## src/design/qlpd_defs.vh

```
// constants for the quadrature local oscillator phase divider
`ifndef QLPD_DEFS_VH
`define QLPD_DEFS_VH

// register map
`define QLPD_REG_PHASE_SEL 8'h2d
`define QLPD_PHASE_SEL_RST 8'h00
`define QLPD_CODE_MSB 3
`define QLPD_CODE_LSB 0
`define QLPD_EN_BIT 4
`define QLPD_REG_USED_MSB 4

// channel count and coefficient width
`define QLPD_NUM_CHAN 8
`define QLPD_COEF_W 8

// divider states: count value, I high for 0..1, Q high for 1..2
`define QLPD_DIV_HOLD 2'h3
`define QLPD_DIV_PWRUP 2'h0
`define QLPD_DIV_LAST 2'h3

// timing of the array sync pulse
`define QLPD_CLK_PERIOD_NS 20
`define QLPD_SYNC_MIN_NS 20

`endif

```

## src/design/qlpd_chan_rot.v

```verilog
// one channel: phase select register, enable and rotation coefficients
`include "qlpd_defs.vh"

module qlpd_chan_rot
(
   input wire clk,
   input wire reset,
   input wire wr_en,
   input wire [7:0] wdata,
   input wire apply,
   output wire [7:0] reg_value,
   output reg enable_reg,
   output reg [3:0] code_reg,
   output reg [7:0] cos_reg,
   output reg [7:0] sin_reg
);

   reg [7:0] sel_reg;
   wire [3:0] new_code;
   wire new_enable;

   // signed cosine of n times 22.5 degrees, scaled to 127
   function [7:0] cos_lut;
      input [3:0] idx;
      begin
         case (idx)
            4'h0: cos_lut = 8'h7f;
            4'h1: cos_lut = 8'h75;
            4'h2: cos_lut = 8'h5a;
            4'h3: cos_lut = 8'h31;
            4'h4: cos_lut = 8'h00;
            4'h5: cos_lut = 8'hcf;
            4'h6: cos_lut = 8'ha6;
            4'h7: cos_lut = 8'h8b;
            4'h8: cos_lut = 8'h81;
            4'h9: cos_lut = 8'h8b;
            4'ha: cos_lut = 8'ha6;
            4'hb: cos_lut = 8'hcf;
            4'hc: cos_lut = 8'h00;
            4'hd: cos_lut = 8'h31;
            4'he: cos_lut = 8'h5a;
            default: cos_lut = 8'h75;
         endcase
      end
   endfunction

   // each channel keeps its own copy, unused bits read zero
   always @(posedge clk)
   begin
      if (reset)
         sel_reg <= `QLPD_PHASE_SEL_RST;
      else if (wr_en)
         sel_reg <= {3'h0, wdata[`QLPD_REG_USED_MSB:0]}; // RL13
   end

   assign reg_value = sel_reg;
   assign new_code = sel_reg[`QLPD_CODE_MSB:`QLPD_CODE_LSB];
   assign new_enable = sel_reg[`QLPD_EN_BIT];

   // staged to an lo period boundary while running, so the step is whole, never partial
   always @(posedge clk)
   begin
      if (reset)
      begin
         enable_reg <= 1'b0;
         code_reg <= 4'h0;
         cos_reg <= 8'h00;
         sin_reg <= 8'h00;
      end
      else if (apply)
      begin
         enable_reg <= new_enable; // RL12
         code_reg <= new_code; // RL14
         // positive angle: higher code leads, equal codes match
         cos_reg <= new_enable ? cos_lut(new_code) : 8'h00; // RL6 RL7 RL8
         sin_reg <= new_enable ? cos_lut(new_code - 4'h4) : 8'h00; // RL6
      end
   end

endmodule // qlpd_chan_rot

```

## src/design/qlpd_phase_divider.v

```verilog
// quadrature lo divider with array sync and per-channel phase rotation
//
// Behaviour
// RL1: divide 4x lo clock by four, I/Q
// RL2: both lo outputs exactly 50 percent duty
// RL3: lo outputs retimed on 4x clock edges
// RL4: sync pin forces divider to known state
// RL5: system drives one common sync pulse
// RL6: 4-bit code rotates by n*22.5 degrees
// RL7: higher code leads by 22.5 degrees
// RL8: equal codes give in-phase outputs
// RL9: unsynced divider may start in any phase
// RL10: sync active high, held 20 ns minimum
// RL11: divider restarts on next 4x rising edge
// RL12: channel runs only when enable bit set
// RL13: each channel holds its own code
// RL14: code changes step whole, no intermediate
`include "qlpd_defs.vh"

module qlpd_phase_divider
#(
   parameter NUM_CHAN = `QLPD_NUM_CHAN,
   parameter [1:0] PWRUP_PHASE = `QLPD_DIV_PWRUP
)
(
   input wire clk,
   input wire reset,
   input wire lo_quad_rate_clock_in,
   input wire array_sync_in,
   input wire cfg_wr,
   input wire cfg_rd,
   input wire [7:0] cfg_addr,
   input wire [NUM_CHAN-1:0] cfg_chan_mask,
   input wire [2:0] cfg_rd_chan,
   input wire [7:0] cfg_wdata,
   output reg [7:0] cfg_rdata_reg,
   output reg cfg_rvalid_reg,
   output reg lo_i_reg,
   output reg lo_q_reg,
   output reg [1:0] lo_phase_reg,
   output reg divider_run_reg,
   output wire [NUM_CHAN-1:0] chan_enable,
   output wire [4*NUM_CHAN-1:0] chan_code,
   output wire [8*NUM_CHAN-1:0] chan_cos,
   output wire [8*NUM_CHAN-1:0] chan_sin
);

   // sync pulse length in clock cycles, rounded up, at least one
   localparam SYNC_MIN_CYC_RAW =
      (`QLPD_SYNC_MIN_NS + `QLPD_CLK_PERIOD_NS - 1) / `QLPD_CLK_PERIOD_NS;
   localparam SYNC_MIN_CYC = (SYNC_MIN_CYC_RAW < 1) ? 1 : SYNC_MIN_CYC_RAW;

   // divider states, one-hot
   localparam [2:0] ST_FREE = 3'h1;
   localparam [2:0] ST_HOLD = 3'h2;
   localparam [2:0] ST_ARM = 3'h4;

   reg [2:0] lo_sync_reg;
   reg lo_level_reg;
   reg [2:0] rst_sync_reg;
   reg rst_level_reg;
   reg [3:0] sync_len_reg;
   reg [2:0] state_reg;
   reg [2:0] state_next;
   reg [1:0] cnt_reg;
   reg [1:0] cnt_next;
   wire lo_rise;
   wire sync_valid;
   wire lo_wrap;
   wire apply;
   wire addr_hit;
   wire [8*NUM_CHAN-1:0] reg_values;

   // three stages per pin; a change counts once stages two and three agree
   always @(posedge clk)
   begin
      if (reset)
      begin
         lo_sync_reg <= 3'h0;
         rst_sync_reg <= 3'h0;
      end
      else
      begin
         lo_sync_reg <= {lo_sync_reg[1:0], lo_quad_rate_clock_in};
         rst_sync_reg <= {rst_sync_reg[1:0], array_sync_in};
      end
   end

   // qualified levels, updated only from agreeing later stages
   always @(posedge clk)
   begin
      if (reset)
      begin
         lo_level_reg <= 1'b0;
         rst_level_reg <= 1'b0;
      end
      else
      begin
         if (lo_sync_reg[1] == lo_sync_reg[2])
            lo_level_reg <= lo_sync_reg[2];
         if (rst_sync_reg[1] == rst_sync_reg[2])
            rst_level_reg <= rst_sync_reg[2];
      end
   end

   // rising edge of the 4x clock acts as the divider's clock enable
   assign lo_rise = (lo_sync_reg[1] == lo_sync_reg[2]) && lo_sync_reg[2] && !lo_level_reg; // RL3

   // count how long the sync pin has been high; saturates
   always @(posedge clk)
   begin
      if (reset)
         sync_len_reg <= 4'h0;
      else if (!rst_level_reg)
         sync_len_reg <= 4'h0;
      else if (sync_len_reg != 4'hf)
         sync_len_reg <= sync_len_reg + 4'h1;
   end

   // pulse may rise at any time; accepted once long enough
   assign sync_valid = rst_level_reg && (sync_len_reg >= SYNC_MIN_CYC[3:0] - 4'h1); // RL10

   // divider sequencing
   always @*
   begin
      state_next = state_reg;
      case (state_reg)
         ST_FREE:
         begin
            if (sync_valid)
               state_next = ST_HOLD; // RL4
         end
         ST_HOLD:
         begin
            if (!rst_level_reg)
               state_next = ST_ARM;
         end
         ST_ARM:
         begin
            if (sync_valid)
               state_next = ST_HOLD;
            else if (lo_rise)
               state_next = ST_FREE; // RL11
         end
         default:
            state_next = ST_HOLD;
      endcase
   end

   // count value: held in a known state, else one step per 4x rising edge
   always @*
   begin
      cnt_next = cnt_reg;
      if (state_next == ST_HOLD)
         cnt_next = `QLPD_DIV_HOLD; // RL4
      else if (lo_rise && state_reg != ST_HOLD)
         cnt_next = cnt_reg + 2'h1; // RL1
   end

   // power-up phase is arbitrary relative to other devices until synced
   always @(posedge clk)
   begin
      if (reset)
      begin
         state_reg <= ST_FREE;
         cnt_reg <= `QLPD_DIV_PWRUP;
      end
      else
      begin
         state_reg <= state_next;
         cnt_reg <= (state_reg == ST_FREE && state_next == ST_FREE && !lo_rise &&
            divider_run_reg == 1'b0) ? PWRUP_PHASE : cnt_next; // RL9
      end
   end

   // outputs decoded from the next count and registered, so each edge
   // lines up with a 4x edge and each level lasts two 4x periods
   always @(posedge clk)
   begin
      if (reset)
      begin
         lo_i_reg <= 1'b0;
         lo_q_reg <= 1'b0;
         lo_phase_reg <= 2'h0;
         divider_run_reg <= 1'b0;
      end
      else
      begin
         lo_i_reg <= (state_next != ST_HOLD) && !cnt_next[1]; // RL1 RL2 RL3
         lo_q_reg <= (state_next != ST_HOLD) && (cnt_next[1] ^ cnt_next[0]); // RL1 RL2
         lo_phase_reg <= cnt_next;
         divider_run_reg <= (state_next == ST_FREE) && (divider_run_reg || lo_rise);
      end
   end

   // code changes land at the end of a whole lo period, or at once when held
   assign lo_wrap = lo_rise && (cnt_reg == `QLPD_DIV_LAST);
   assign apply = lo_wrap || (state_reg != ST_FREE) || !divider_run_reg; // RL14

   assign addr_hit = (cfg_addr == `QLPD_REG_PHASE_SEL);

   // one register per channel, written through the channel mask
   genvar gi;
   generate
      for (gi = 0; gi < NUM_CHAN; gi = gi + 1)
      begin : g_chan
         qlpd_chan_rot u_rot
         (
            .clk(clk),
            .reset(reset),
            .wr_en(cfg_wr && addr_hit && cfg_chan_mask[gi]), // RL13
            .wdata(cfg_wdata),
            .apply(apply),
            .reg_value(reg_values[8*gi +: 8]),
            .enable_reg(chan_enable[gi]),
            .code_reg(chan_code[4*gi +: 4]),
            .cos_reg(chan_cos[8*gi +: 8]),
            .sin_reg(chan_sin[8*gi +: 8])
         );
      end
   endgenerate

   // read answer one cycle later; unmapped address reads zero
   always @(posedge clk)
   begin
      if (reset)
      begin
         cfg_rdata_reg <= 8'h00;
         cfg_rvalid_reg <= 1'b0;
      end
      else
      begin
         cfg_rvalid_reg <= cfg_rd;
         if (cfg_rd)
            cfg_rdata_reg <= (addr_hit && cfg_rd_chan < NUM_CHAN) ?
               reg_values[8*cfg_rd_chan +: 8] : 8'h00;
      end
   end

   // all devices in an array share one sync pulse; nothing here can
   // align a device whose pin was not driven with the rest (RL5)

endmodule // qlpd_phase_divider

```

## config.mk

```make
export PLATFORM = sky130hd
export DESIGN_NAME = qlpd_phase_divider
export DESIGN_NICKNAME = d
export VERILOG_FILES = /design/src/design/qlpd_chan_rot.v /design/src/design/qlpd_phase_divider.v
export VERILOG_INCLUDE_DIRS = /design/src /design/src/design
export SDC_FILE = /design/constraint.sdc
export NUM_CORES = 1
export LEC_CHECK = 0
export BUFFER_PORTS_ARGS = -buffer_cell sky130_fd_sc_hd__buf_2
export CAP_MARGIN = 20
export CORE_MARGIN = 2
export CORE_UTILIZATION = 45
export CTS_CLUSTER_SIZE = 40
export DETAILED_ROUTE_END_ITERATION = 8
export PLACE_DENSITY = 0.75
export SLEW_MARGIN = 0
export SYNTH_ARGS = -nofsm -noshare
export SYNTH_HDL_FRONTEND = slang
export SYNTH_HIERARCHICAL = 1
export SYNTH_SLANG_ARGS = --single-unit
```

## constraint.sdc

```tcl
create_clock -name clk -period 3.9 [get_ports clk]
set_clock_uncertainty 0.1 [all_clocks]
set_input_delay 0.78 -clock clk [delete_from_list [all_inputs] [get_ports clk]]
set_output_delay 0.78 -clock clk [all_outputs]
set_load 0.03 [all_outputs]
```

# [Word level (Yosys, flattened, before mapping)]
# Memories as Yosys holds them, arrays and structs flattened. A register that Yosys moved wholly into a read port is not among the register bits.
# Index checks and enable logic that the tools add are counted.
[word_totals] reg_bits=239 latch_bits=0 mem_bits_rw=0 rom_bits=2048 output_inout_bits=182 elab_cells=166 mem_count=16
[op_classes] add_sub_neg=10 multipliers=0 div=0 magnitude_cmp=1 n_eq_ne=13 shifts=1 n_mux=40 bitwise_logic=3 n_reduce_logical=29
[mem_list] name="(name not given)" depth=16 word_bits=8 rd=1 rd_clocked_by_memory_dff=1 write_ports=0 line="qlpd_chan_rot.v:26" text="case (idx)"
[mem_list] name="(name not given)" depth=16 word_bits=8 rd=1 rd_clocked_by_memory_dff=0 write_ports=0 line="qlpd_chan_rot.v:26"
[mem_list] name="(name not given)" depth=16 word_bits=8 rd=1 rd_clocked_by_memory_dff=1 write_ports=0 line="qlpd_chan_rot.v:26"
[mem_list] name="(name not given)" depth=16 word_bits=8 rd=1 rd_clocked_by_memory_dff=0 write_ports=0 line="qlpd_chan_rot.v:26"
[mem_list] name="(name not given)" depth=16 word_bits=8 rd=1 rd_clocked_by_memory_dff=1 write_ports=0 line="qlpd_chan_rot.v:26"
[mem_list] name="(name not given)" depth=16 word_bits=8 rd=1 rd_clocked_by_memory_dff=0 write_ports=0 line="qlpd_chan_rot.v:26"
[mem_list] name="+10 memories"
[op_table] op="$mux 8" n=17
[op_table] op="$mux 4" n=16
[op_table] op="$shiftx 64x7->8" n=1
[op_table] op="$sub 4x3->4 const B" n=8
[op_table] op="$logic_and 1x1->1" n=20
[op_table] op="$mux 3" n=4
[op_table] op="$pmux 3 s3" n=1
[op_table] op="$eq 8x6->1 const B" n=1
[op_table] op="$eq 3x1->1 const B" n=2
[op_table] op="$eq 3x2->1 const B" n=2
[op_table] op="$ne 3x2->1 const B" n=2
[op_table] op="$add 4x1->4 const B" n=1
[op_table] op="$ge 4x1->1 const B" n=1
[op_table] op="$logic_not 1->1" n=4
[op_table] op="$mux 2" n=2
[op_table] op="$ne 4x4->1 const B" n=1
[op_table] op="$reduce_or 2->1" n=2
[op_table] op="$eq 3x3->1 const B" n=1
[op_table] op="$logic_or 1x1->1" n=3
[op_table] op="$ne 3x1->1 const B" n=1
[op_table] op="$add 2x1->2 const B" n=1
[op_table] op="$eq 1x1->1" n=2
[op_table] op="$eq 2x2->1 const B" n=1
[op_table] op="$not 1->1" n=2
[op_table] op="$xor 1x1->1" n=1

# [Depth between registers and ports, before layout]
[depth] depth_word=11 depth_mapped=11

# [By module]
# Netlist, hierarchy kept.
[by_module_without_submodules] mod="qlpd_chan_rot (g_chan[5].u_rot ...)" instances=3 cells_each=169 area_each_um2=1626.6 seq_area_each_um2=680.7
[by_module_without_submodules] mod="qlpd_chan_rot (g_chan[1].u_rot ...)" instances=2 cells_each=177 area_each_um2=1666.6 seq_area_each_um2=680.7
[by_module_without_submodules] mod="qlpd_chan_rot (g_chan[2].u_rot)" instances=1 cells_each=177 area_each_um2=1636.6 seq_area_each_um2=680.7
[by_module_without_submodules] mod="qlpd_chan_rot (g_chan[4].u_rot)" instances=1 cells_each=174 area_each_um2=1617.8 seq_area_each_um2=680.7
[by_module_without_submodules] mod="qlpd_chan_rot (g_chan[0].u_rot)" instances=1 cells_each=176 area_each_um2=1616.6 seq_area_each_um2=680.7
[by_module_without_submodules] mod="qlpd_phase_divider" instances=1 cells_each=150 area_each_um2=1534.0 seq_area_each_um2=540.5

# [Worst setup path after synthesis]
# Ideal clock, no wire load.
[synth_path] path_type="input port to flip-flop" from="input cfg_addr[7]" to="register (tool-made name)" setup_time_ns=0.119 arrival_ns=3.149 setup_slack_ns=0.532 cell_stages=10 path_buffers=1 cell_sequence="or2_1 > nor3_1 > and3_1 > buf_6 > mux2i_1 > nor2_1 > inv_1 > ha_1 > or4_4 > o221a_2"
[synth_lines] element="start: declaration" line="qlpd_phase_divider.v:32" text="input wire [7:0] cfg_addr,"

==> summary.md <==
| Metric | Value |
|---|---|
| Site Rows | 65 |
| Number of enable flip-flop cells after synthesis | 0 |
| Worst path cell trace | buf_2 -> or2_1 -> nor3_2 -> buf_4 -> and3_1 -> mux2i_1 -> or2_1 -> inv_1 -> a221oi_1 -> a221o_1 |
| Port bufs | roughly 210 |
| Fmax achieved | around 0.32 GHz |
| Required time of the worst setup path | ~4.2 ns |
| CTS tree | built |
| CP most frequent cell | or2_1 |
| Clock latency on the worst-skew pair | about 0.51 ns |
| CP arrival | 3.47 ns |
| Switching pwr | around 1.5 mW |
| Share of layout cells above drive strength 1 | around 22% |
| Total setup buffers inserted after CTS | 0 |
| First-pass GRT wire length | between 50 and 60 mm |
| FF/Latch Area | between 5000 and 6000 µm² |
| Seq pwr share | between 40 and 50% |
| Placed insts | 2075 |
| CTS root buf | clkbuf_16 |
| DRC | 0 |
| Drt pass-1 iters | 6 |
| Sw Ratio | 21.7% |
| Final Critical Period | 3.13 ns |
| Outcome | finished, final reports clean |
| Core area | about 32000 µm² |
| Highest cell delay on the worst timing path | 0.45 ns |
| Final net count | ~1800 |
| Top Ports | about 220 |
| R2R depth | 10 |
| Post-Syn Area | around 15000 µm² |
| Critical Path End Type | flip-flop |
| Commonest non-fill, non-tap cells in the layout | dfxtp_1, buf_2, nor2_1 |
| # fillers | approximately 2900 |
| Slew headroom | a little under two fifths |
| Pin count of the biggest net entering global routing | 120 |
| Combinational fraction of design power | around 4.2% |
| Sequential-to-total area share from yosys stat | about two fifths |
| DRT iter0 DRCs | about 690 |
| Main synth FF type | dfxtp_1 |
| Vias per cell | approximately 5.3 |
| Post-cts sizing count | 0 |
| Clk buf depth | 3 |
| WHS Path Cells | 1 |
| Clock Power Share | 49.7% |
| CTS Hold Bufs | 0 |
| Most common cell after layout, fill and taps aside | dfxtp_1 |
| Number of synthesized register bits | around 300 |
| Post-DP HPWL | about 24 mm |
| Die X | 184 µm |
| Leak | approximately 7 nW |
| Routed Antenna Nets | 0 |
| Kind of critical path | in2reg |
| GRT Total Usage | approximately a fifth |
| Slowest CP cell | or2_1 |
| Hold Crit Class | reg2reg |
| Final hold vios | 0 |
| TritonCTS Buffers | 34 |
| Layout area overhead | 14.8% |
| Routability Congestion | between 0.8 and 0.9 |
| Cell Count, Final, Fillers Out | between 2000 and 2500 |
| Least-Margin Pin Slew | between 0.9 and 1 ns |
| Final setup violation count | 0 |
| Multi-input gate area | between 7000 and 8000 µm² |
| CP max FO | 11 |
| Gr ovfl total | 0 |
| FFs w/ async S/R, synth | 0% |
| DR WL/cell | 16.3 µm |
| Via count | ~11000 |
| Yosys warning count | 6 |
| DRT Wirelength | ~35 mm |
| Htree depth | 2 |
| Final worst-path cycle share | about 80% |
| Final setup TNS | 0 ns |
| Post-synth top area cell | dfxtp_1 |
| Area contributors post-synth | dfxtp_1, mux2i_1, ha_1, nor2_1, a22oi_1 |
| Die area | around 34000 µm² |
| Max Cap Viol | 0 |
| Post-synthesis cell count | 1538 |
| Initial antenna violation count | 7 |
| RSZ-0062 raised after global routing | false |
| Syn avg cell area | 9.50 µm² |
| Worst-path clk slew | roughly 0.06 ns |
| Power Dens Cells | 402 nW/µm² |
| Vias in the first global route | 10799 |
| Sink Count | 299 |
| Height of the die | ~180 µm |
| Crit start category | primary input |
| Initial core utilization | between 40% and 50% |
| Final Slew Violations | 0 |
| Internal power | ~5.3 mW |
| Peak supply drop | between 200 and 250 µV |
| Count of different cell masters after synthesis | between 70 and 80 |
| Area fraction of the dominant cell type after synthesis | around two fifths |
logic make-up (layout without fill, tap and decap cells):
group	count (synthesis)	after routing	share of synthesized area (%)
adder cells (fa/ha/maj)	77	77	6.59
AO/OA/AOI/OAI	302	302	14.1
buffers and inverters	205	352	7.75
AND/OR/NAND/NOR	465	465	15.3
other	8	28	0.205
multiplexers	162	162	13.7
flip-flops	299	299	40.9
XOR/XNOR	20	20	1.46
worst max-delay path: cells and delay by family:
family	cells	cell delay [ns]
compound gates	2	0.50
buf+inv	3	0.52
mux	1	0.21
simple gates	4	1.45
per-stage QoR:
| step | power, mW | instance area [µm²] | hold slack [ns] | util (%) | worst slack [ns] |
|---|---|---|---|---|---|
| 2_1_floorplan | 3.39 | 14700 | 0.314 | - | 0.532 |
| 3_3_place_gp | 3.45 | 15600 | 0.322 | 49.0 | 0.291 |
| 3_5_place_dp | 3.46 | 15600 | 0.331 | 49.0 | 0.275 |
| 4_1_cts | 6.83 | 16800 | 0.344 | 52.7 | 0.776 |
| 5_1_grt | 6.98 | 16800 | 0.369 | 52.7 | 0.564 |
| 6_report | 6.75 | 16800 | 0.345 | 52.8 | 0.770 |
routing by layer:
metal / track usage, % / vias up / part of all wire [%]
met1: 26.5 / 5439 / 46
li1: - / 5586 / -
met4: 5.95 / 4 / 2.3
met5: 0 / - / 0.063
met3: 4.29 / 59 / 5.9
met2: 33.9 / 299 / 46
cells in the mapped netlist (all sizes together) (16+ instances only):
master / count
mux4: 19
mux2: 22
nor3: 19
nand2: 92
clkbuf: 47
dfxtp: 299
mux2i: 121
nor2: 222
inv: 60
nor2b: 38
buf: 90
o21ai: 49
a22oi: 71
ha: 77
nand3: 16
a21oi: 85
power groups by stage:
stage                     logic [mW]  clock network, mW  registers [mW]
after detailed placement       0.283                  0            3.18
after global placement         0.277                  0            3.17
after floorplan                0.193                  0            3.20
final                          0.282               3.36            3.11
after CTS                      0.284               3.44            3.11
after global routing           0.308               3.56            3.11
layout make-up:
cell class / instances / share of cell area, %
antenna: 4 / 0.0597
clock buffer: 51 / 6.19
clock inverter: 10 / 0.917
inverter: 68 / 1.78
multi-input combinational: 1050 / 45.1
sequential: 299 / 35.7
tap: 435 / 3.24
timing repair buffer: 223 / 7.03
final timing paths:
kind | startpoint | end | slack (ns)
setup / recovery | cfg_addr[7] | flip-flop | 0.77
hold / removal | lo_sync_reg[0] | lo_sync_reg[1] | 0.34
hold reg to reg | lo_sync_reg[0] | lo_sync_reg[1] | 0.34
setup reg to reg | lo_sync_reg[2] | g_chan[6].u_rot/sin_reg[5] | 1.24
Power figures use the tool's default switching activity.
